## config.mk

```make
export PLATFORM = sky130hd
export DESIGN_NAME = smtx_slave
export DESIGN_NICKNAME = d
export VERILOG_FILES = /design/src/verilog/smtx_regmem.v /design/src/verilog/smtx_slave.v
export VERILOG_INCLUDE_DIRS = /design/src /design/src/pkg
export SDC_FILE = /design/constraint.sdc
export NUM_CORES = 2
export LEC_CHECK = 0
export BUFFER_PORTS_ARGS = -buffer_cell sky130_fd_sc_hd__buf_2
export CAP_MARGIN = 40
export CORE_MARGIN = 8
export CORE_UTILIZATION = 38
export CTS_CLUSTER_SIZE = 25
export DETAILED_ROUTE_END_ITERATION = 10
export SKIP_LAST_GASP = 1
export SLEW_MARGIN = 15
export SYNTH_ARGS = -nofsm -noshare
export SYNTH_HDL_FRONTEND = slang
export SYNTH_SLANG_ARGS = --single-unit
```

## constraint.sdc

```tcl
create_clock -name sys_clk -period 4.3 [get_ports sys_clk]
set_input_delay 1.29 -clock sys_clk [delete_from_list [all_inputs] [get_ports sys_clk]]
set_output_delay 1.29 -clock sys_clk [all_outputs]
set_load 0.02 [all_outputs]
```

## src/pkg/smtx_map.vh

```
`ifndef SMTX_MAP_VH
`define SMTX_MAP_VH
// Command codes
`define SMTX_CMD_BLK_WR 8'hF0
`define SMTX_CMD_BLK_RD 8'hF1
// Implemented register space and limits
`define SMTX_REG_LAST 8'hEF
`define SMTX_ADDR_MAX 8'hFF
`define SMTX_OUT_OF_SPACE 8'h00
// Default own 7-bit address (arbitrary value)
`define SMTX_DEV_ADDR 7'h2C
`endif

```

## src/verilog/smtx_regmem.v

```verilog
`timescale 1ns/1ns
`default_nettype none
module smtx_regmem (
	// Clock
	input wire sys_clk,
	// Write port
	input wire wr_en,
	input wire [7:0] wr_addr,
	input wire [7:0] wr_data,
	// Read port
	input wire [7:0] rd_addr,
	output reg [7:0] rd_data
);
	reg [7:0] mem [0:239];

	always @(posedge sys_clk) begin
		if (wr_en) begin
			mem[wr_addr] <= wr_data;
		end
		rd_data <= mem[rd_addr];
	end
endmodule // smtx_regmem
`default_nettype wire

```

## src/verilog/smtx_slave.v

```verilog
// Notes on behaviour
// START, own address, then acknowledge
// Word write: address, low, high, all acked
// Command F0h starts coded block write
// Byte count acked, value ignored
// First byte after count is start address
// Long blocks accepted, every byte acked
// Plain block: first byte is address
// Every written byte acknowledged
// Writes beyond space acked, discarded
// Write address saturates at FFh
// Read follows address write and restart
// Byte read returns one byte
// Word read returns low then high
// F1h call: count 2, address, read count
// Call read returns count byte first
// Host nacks final byte then STOPs
// Implemented space is 00h to EFh
// Reads outside space return 00h
// Base address stays after plain reads
// Supply bytes while host acknowledges
// Call data from successive addresses
`timescale 1ns/1ns
`default_nettype none
`include "smtx_map.vh"
module smtx_slave (
	// Clock and reset
	input wire sys_clk,
	input wire rst_n,
	// Bus clock pin
	input wire scl_in,
	// Bus data pin, open drain
	input wire sda_in,
	output reg sda_out_q,
	output reg sda_oe_n_q
);
	localparam [5:0] ST_IDLE = 6'h01;
	localparam [5:0] ST_ADDR = 6'h02;
	localparam [5:0] ST_WRX = 6'h04;
	localparam [5:0] ST_ACK = 6'h08;
	localparam [5:0] ST_TX = 6'h10;
	localparam [5:0] ST_RACK = 6'h20;

	// Write phases within a write transaction
	localparam [6:0] PH_CMD = 7'h01;
	localparam [6:0] PH_DATA = 7'h02;
	localparam [6:0] PH_BCNT = 7'h04;
	localparam [6:0] PH_BADR = 7'h08;
	localparam [6:0] PH_CCNT = 7'h10;
	localparam [6:0] PH_CADR = 7'h20;
	localparam [6:0] PH_CRCNT = 7'h40;

	reg scl_m_q, scl_s_q, scl_p_q;
	reg sda_m_q, sda_s_q, sda_p_q;
	reg [5:0] st_q;
	reg [6:0] ph_q;
	reg [3:0] bit_q;
	reg [7:0] sh_q;
	reg [7:0] base_q;
	reg [7:0] ptr_q;
	reg [7:0] rcnt_q;
	reg call_q;
	reg cnt_first_q;
	reg rd_q;
	reg wr_en_q;
	reg [7:0] wr_addr_q;
	reg [7:0] wr_data_q;
	wire [7:0] mem_rd;
	wire scl_rise = scl_s_q & ~scl_p_q;
	wire scl_fall = ~scl_s_q & scl_p_q;
	wire start_c = scl_s_q & scl_p_q & sda_p_q & ~sda_s_q;
	wire stop_c = scl_s_q & scl_p_q & ~sda_p_q & sda_s_q;
	wire [7:0] rx_byte = {sh_q[6:0], sda_s_q};

	function [7:0] sat_inc;
		input [7:0] a;
		begin
			sat_inc = (a == `SMTX_ADDR_MAX) ? a : a + 8'h01;
		end
	endfunction

	function in_space;
		input [7:0] a;
		begin
			in_space = (a <= `SMTX_REG_LAST);
		end
	endfunction

	smtx_regmem u_mem (
		.sys_clk(sys_clk),
		.wr_en(wr_en_q),
		.wr_addr(wr_addr_q),
		.wr_data(wr_data_q),
		.rd_addr(ptr_q),
		.rd_data(mem_rd)
	);

	// Pins pass two flops; the third stage feeds edge detection
	always @(posedge sys_clk) begin
		if (!rst_n) begin
			scl_m_q <= 1'b1;
			scl_s_q <= 1'b1;
			scl_p_q <= 1'b1;
			sda_m_q <= 1'b1;
			sda_s_q <= 1'b1;
			sda_p_q <= 1'b1;
		end else begin
			scl_m_q <= scl_in;
			scl_s_q <= scl_m_q;
			scl_p_q <= scl_s_q;
			sda_m_q <= sda_in;
			sda_s_q <= sda_m_q;
			sda_p_q <= sda_s_q;
		end
	end

	// Transmit byte: count byte first in a call, else memory or zero
	wire [7:0] tx_byte = cnt_first_q ? rcnt_q :
		(in_space(ptr_q) ? mem_rd : `SMTX_OUT_OF_SPACE);

	always @(posedge sys_clk) begin
		if (!rst_n) begin
			st_q <= ST_IDLE;
			ph_q <= PH_CMD;
			bit_q <= 4'd0;
			sh_q <= 8'h00;
			base_q <= 8'h00;
			ptr_q <= 8'h00;
			rcnt_q <= 8'h00;
			call_q <= 1'b0;
			cnt_first_q <= 1'b0;
			rd_q <= 1'b0;
			wr_en_q <= 1'b0;
			wr_addr_q <= 8'h00;
			wr_data_q <= 8'h00;
			sda_out_q <= 1'b1;
			sda_oe_n_q <= 1'b1;
		end else begin
			wr_en_q <= 1'b0;
			if (start_c) begin
				// Restart keeps the call context for the read that follows
				st_q <= ST_ADDR;
				bit_q <= 4'h0;
				sda_oe_n_q <= 1'b1;
				sda_out_q <= 1'b1;
			end else if (stop_c) begin
				st_q <= ST_IDLE;
				call_q <= 1'b0;
				sda_oe_n_q <= 1'b1;
				sda_out_q <= 1'b1;
			end else begin
				case (st_q)
				ST_IDLE: begin
					sda_oe_n_q <= 1'b1;
				end
				ST_ADDR, ST_WRX: begin
					if (scl_rise) begin
						sh_q <= rx_byte;
						bit_q <= bit_q + 4'd1;
					end else if (scl_fall && bit_q == 4'd8) begin
						bit_q <= 4'd0;
						if (st_q == ST_ADDR) begin
							rd_q <= sh_q[0];
							if (sh_q[7:1] == `SMTX_DEV_ADDR) begin
								sda_out_q <= 1'b0;
								sda_oe_n_q <= 1'b0;
								st_q <= ST_ACK;
								if (sh_q[0]) begin
									ph_q <= PH_CMD;
									// Read: pointer from base; call begins with count
									ptr_q <= base_q;
									cnt_first_q <= call_q;
									sh_q <= 8'hFF;
								end else begin
									ph_q <= PH_CMD;
									call_q <= 1'b0;
									sh_q <= 8'h00;
								end
							end else begin
								st_q <= ST_IDLE;
							end
						end else begin
							// Every write byte acknowledged, whatever its target
							sda_out_q <= 1'b0;
							sda_oe_n_q <= 1'b0;
							st_q <= ST_ACK;
							case (ph_q)
							PH_CMD: begin
								if (sh_q == `SMTX_CMD_BLK_WR) begin
									ph_q <= PH_BCNT;
								end else if (sh_q == `SMTX_CMD_BLK_RD) begin
									ph_q <= PH_CCNT;
									call_q <= 1'b1;
								end else begin
									base_q <= sh_q;
									ptr_q <= sh_q;
									ph_q <= PH_DATA;
								end
							end
							PH_BCNT: begin
								ph_q <= PH_BADR;
							end
							PH_BADR: begin
								base_q <= sh_q;
								ptr_q <= sh_q;
								ph_q <= PH_DATA;
							end
							PH_CCNT: begin
								ph_q <= PH_CADR;
							end
							PH_CADR: begin
								base_q <= sh_q;
								ph_q <= PH_CRCNT;
							end
							PH_CRCNT: begin
								rcnt_q <= sh_q;
							end
							default: begin
								// Data: store low then high, saturating pointer
								wr_en_q <= in_space(ptr_q);
								wr_addr_q <= ptr_q;
								wr_data_q <= sh_q;
								ptr_q <= sat_inc(ptr_q);
							end
							endcase
						end
					end
				end
				ST_ACK: begin
					if (scl_fall) begin
						if (rd_q) begin
							// Read address acked: first data bit goes out
							st_q <= ST_TX;
							sda_out_q <= tx_byte[7];
							sda_oe_n_q <= tx_byte[7];
							sh_q <= {tx_byte[6:0], 1'b1};
							bit_q <= 4'h1;
						end else begin
							st_q <= ST_WRX;
							sda_oe_n_q <= 1'b1;
							sda_out_q <= 1'b1;
						end
					end
				end
				ST_TX: begin
					if (scl_fall) begin
						if (bit_q == 4'd8) begin
							sda_oe_n_q <= 1'b1; // Release for host's ack
							sda_out_q <= 1'b1;
							st_q <= ST_RACK;
						end else begin
							sda_out_q <= sh_q[7];
							sda_oe_n_q <= sh_q[7];
							sh_q <= {sh_q[6:0], 1'b1};
							bit_q <= bit_q + 4'd1;
						end
					end
				end
				ST_RACK: begin
					if (scl_rise) begin
						if (sda_s_q) begin
							st_q <= ST_IDLE;
							// Call read leaves base past the last byte; plain read keeps it
							if (call_q) begin
								base_q <= sat_inc(ptr_q);
							end
						end else begin
							// Advance: low then high, successive bytes while acked
							if (cnt_first_q) begin
								cnt_first_q <= 1'b0;
							end else begin
								ptr_q <= sat_inc(ptr_q);
							end
						end
					end else if (scl_fall) begin
						st_q <= ST_TX;
						sda_out_q <= tx_byte[7];
						sda_oe_n_q <= tx_byte[7];
						sh_q <= {tx_byte[6:0], 1'b1};
						bit_q <= 4'd1;
					end
				end
				default: begin
					st_q <= ST_IDLE;
				end
				endcase
			end
		end
	end
endmodule // smtx_slave
`default_nettype wire

```

==> results by group <==
Setup path
  – Depth of the most critical reg-to-reg path: 8
  – Launching point of the worst reg2reg path: ptr_q[0]
  – Required @ worst endpoint: just over 5 ns
  – Setup slack of the most critical reg-to-reg path: between 0.3 and 0.4 ns
  – Worst Setup End Kind: flip-flop
  – Largest incremental delay on the critical path: around 0.75 ns
  – Classification of the worst setup path: flip-flop to flip-flop
  – Launching element type of the critical path: flip-flop
  – Largest fanout of any net on the critical path: 56
  – Crit Reg-Reg Endpoint: u_mem.rd_data[1]
  – Cell Chain, Critical Path: buf_12 > mux2i_1 > a221oi_1 > a21oi_1 > o21ai_0 > a32oi_1 > o21ai_0 > o311a_1
  – Most repeated library cell on the critical path: sky130_fd_sc_hd__o21ai_0
  – WP data arrival: about 4.7 ns
  – Worst-path cell with the longest stage delay: sky130_fd_sc_hd__o21ai_0

CTS
  – Buffer levels on the longest clock path: 3
  – Cts repair resizes: 0
  – Number of buffers added for setup after CTS: 0
  – Clock-pin slew of the registers on the worst-case setup and hold paths: 0.06 ns
  – Clock tree from TritonCTS: done
  – Clk sinks: around 2000
  – Buffer type at the clock tree root: sky130_fd_sc_hd__clkbuf_16
  – Number of buffers added by the clock tree synthesis step: 200
  – Depth of the CTS H-tree: 4
  – Skew-Pair Late Insertion Delay: between 0.8 and 0.9 ns
  – CTS hold repair buffers: 0

Die
  – Row cnt: 167
  – Top Ports: 6
  – Core outline area: 206900 µm²
  – Floorplan die width: 471.9 µm
  – Starting density of the core: between 30% and 40%
  – Area of the die: between 200000 and 250000 µm²
  – Die Ht: approximately 470 µm

Synthesis
  – Flop and latch count out of synthesis: ~2000
  – Area share of the leading cell type in the synthesized netlist: between 70% and 80%
  – Synthesized cell area: slightly below 80000 µm²
  – Largest cells by area after synthesis: sky130_fd_sc_hd__edfxtp_1 73%, sky130_fd_sc_hd__mux4_2 11%, sky130_fd_sc_hd__mux2i_1 3.0%
  – Sequential cell area fraction in the yosys report: roughly three quarters
  – Net count after synthesis: a little over 4000
  – Total of warnings raised by yosys: 0
  – Post-synth EDFFs: 1920
  – Per-instance average area after synthesis: approximately 19 µm²
  – Post-Syn Instances: 4136
  – Yosys cell types: 81
  – Asr flop ratio synth: 0%
  – Commonest register cell after synthesis: sky130_fd_sc_hd__edfxtp_1
  – Leading area contributor after synthesis: sky130_fd_sc_hd__edfxtp_1

Drt
  – Vias per cell: roughly 5.8
  – Count of routing violations after the opening detailed-route iteration: about 5200
  – DRC violation count after routing: 0
  – DRT Pass-1 Iters: 6
  – Routed vias: approximately 42000
  – Routed wire length: 214800 µm
  – Number of nets still failing antenna checks after routing: 0
  – Per-cell routed wire length: 29.60 µm

GRT
  – GRT overflow: 0
  – Pin count of the biggest net entering global routing: ~150
  – Total track usage: about a fifth
  – First-pass GRT wire length: ~300000 µm
  – Via count of the first global-routing pass: 41480
  – Antenna violations before repair: 6

Timing
  – Final worst-path setup slack: between 0.3 and 0.4 ns
  – Number of slew-limit violations in the final report: 0
  – Worst slew margin relative to its limit: 36.24%
  – Total of endpoints with negative setup slack in the final report: 0
  – Clock tree skew after final layout: between 0.03 and 0.04 ns
  – Count of final hold-check violations: 0
  – Time the worst path needs with I/O delays and setup: ~4.0 ns
  – Maximum clock rate: roughly 250 MHz
  – Least-Margin Pin Slew: ~0.96 ns
  – Unrepaired setup endpoints after global routing: no
  – Final total negative setup slack: 0 ns
  – Period utilisation layout: between 90 and 100%

Power and ir drop
  – PwrDens: 422.4 nW/µm²
  – Highest ir drop seen on vdd: 443.5 µV
  – Leakage power of the design: 27.82 nW

Hold path
  – Class of the tightest hold or removal check: flip-flop to flip-flop
  – Hold Crit Depth: 1
  – Beginning of the worst hold path: scl_m_q
  – Worst Hold Path EP: scl_s_q

Placement
  – Cell Area, Placed: roughly 84000 µm²
  – Count of buffers inserted at the top-level ports: 5
  – DPL Wire Length: approximately 140000 µm
  – Routability cong.: about 0.9
  – Pre-CTS setup slack: approximately 0.52 ns

Final layout
  – Layout filler cell count: roughly 18000
  – Antenna fix cells: 0
  – Final design area excluding fillers: between 90000 and 100000 µm²
  – Fin nets: 4402
  – Utilization of the core after routing: between 40 and 50%
  – Layout overhead on the synthesized area: 14.51%
  – Layout cells sized above 1: a little under a quarter

Run status
  – Outcome: completed

Job
  – Max-cap violations: 0
[worst max-delay path, delay by kind of cell, from the launching register on]
| family | cells | cell delay (ns) |
|---|---|---|
| mux | 1 | 0.14 |
| compound gates | 6 | 2.50 |
| flops | 1 | 0.71 |
| buf+inv | 1 | 0.46 |
[kinds of logic after synthesis]
logic type / synth area share [%]
xor+xnor: 0.08871
buf+inv: 1.619
compound gates: 4.646
mux: 14.51
flops: 75.15
fa+ha+maj: 0.09504
simple gates: 3.895
[routing by layer]
| metal | track usage [%] | routed length [µm] | vias to the layer above |
|---|---|---|---|
| met5 | 0 | 13 | - |
| met4 | 5.854 | 7137 | 2 |
| met3 | 3.766 | 18570 | 379 |
| met2 | 29.52 | 100400 | 2012 |
| met1 | 26.05 | 88730 | 22270 |
| li1 | - | - | 17460 |
[Yosys cell counts (13+ instances only)]
cell                          n
sky130_fd_sc_hd__a211oi_1    24
sky130_fd_sc_hd__a21boi_1    29
sky130_fd_sc_hd__a21oi_1    103
sky130_fd_sc_hd__a221oi_1    49
sky130_fd_sc_hd__a22oi_1     85
sky130_fd_sc_hd__buf_1       17
sky130_fd_sc_hd__buf_2       89
sky130_fd_sc_hd__buf_4       28
sky130_fd_sc_hd__clkbuf_1   131
sky130_fd_sc_hd__dfxtp_1     85
sky130_fd_sc_hd__edfxtp_1  1920
sky130_fd_sc_hd__mux2_2      15
sky130_fd_sc_hd__mux2i_1    235
sky130_fd_sc_hd__mux4_2     397
sky130_fd_sc_hd__nand2_1    148
sky130_fd_sc_hd__nand2b_1    18
sky130_fd_sc_hd__nand3_1     53
sky130_fd_sc_hd__nand4_1     15
sky130_fd_sc_hd__nor2_1     303
sky130_fd_sc_hd__nor2b_1     48
sky130_fd_sc_hd__o211ai_1    13
sky130_fd_sc_hd__o21ai_0     77
sky130_fd_sc_hd__o221ai_1    29
sky130_fd_sc_hd__o22ai_1     32
[worst max-delay path by stage]
stage	endpoint	slack (ns)	from
2_1_floorplan	u_mem.mem[0][0]	0.28	wr_data_q[0]
3_3_place_gp	u_mem.rd_data[4]	0.48	ptr_q[0]
3_5_place_dp	u_mem.rd_data[1]	0.52	ptr_q[0]
4_1_cts	u_mem.rd_data[1]	0.46	ptr_q[0]
5_1_grt	u_mem.rd_data[1]	0.27	ptr_q[0]
6_report	u_mem.rd_data[1]	0.33	ptr_q[0]
[final cells by class]
cell class / count / area (µm²) / area share [%]
Timing Repair Buffer: 321 / 2918 / 3.226
Clock buffer: 256 / 5391 / 5.961
Clock inverter: 108 / 908.4 / 1.004
Inverter: 12 / 45.04 / 0.04980
Multi-Input combinational cell: 1852 / 18400 / 20.34
Tap cell: 2704 / 3383 / 3.740
Sequential cell: 2005 / 59410 / 65.68
[registers in the layout, indices dropped and copies added, names as in the netlist, 4 cells and up]
signal and cells:
u_mem.mem 1920, base_q 8, ptr_q 8, rcnt_q 8
sh_q 8, u_mem.rd_data 8, wr_addr_q 8, wr_data_q 8
ph_q 7, st_q 6, bit_q 4
[metrics by stage]
stage / hold WS, ns / power, W / std cells
after floorplan: 0.3863 / 0.02165 / 4136
final: 0.4098 / 0.03821 / 7258
after global placement: 0.4002 / 0.02167 / 6820
after CTS: 0.4186 / 0.03847 / 7229
after global routing: 0.4232 / 0.03918 / 7258
after detailed placement: 0.4105 / 0.02167 / 6865
[placed cells by master (no fill, tap or decap), types with 44 or more instances in the layout]
master,n
sky130_fd_sc_hd__edfxtp_1,1920
sky130_fd_sc_hd__buf_4,272
sky130_fd_sc_hd__nand2_1,148
sky130_fd_sc_hd__mux2i_1,235
sky130_fd_sc_hd__clkinv_1,50
sky130_fd_sc_hd__clkbuf_16,205
sky130_fd_sc_hd__nor2_1,302
sky130_fd_sc_hd__mux4_2,397
sky130_fd_sc_hd__dfxtp_1,70
sky130_fd_sc_hd__a21oi_1,103
sky130_fd_sc_hd__clkbuf_1,44
sky130_fd_sc_hd__a22oi_1,85
sky130_fd_sc_hd__nor2b_1,46
sky130_fd_sc_hd__a221oi_1,49
sky130_fd_sc_hd__nand3_1,52
sky130_fd_sc_hd__o21ai_0,77
[report_power, final]
part,switching [W],internal (W)
logic,0.000103,0.0000716
registers,0.0000264,0.0211
clock network,0.00744,0.00951
total,0.00757,0.0306
Note: power is estimated with default switching activity, not from simulation.
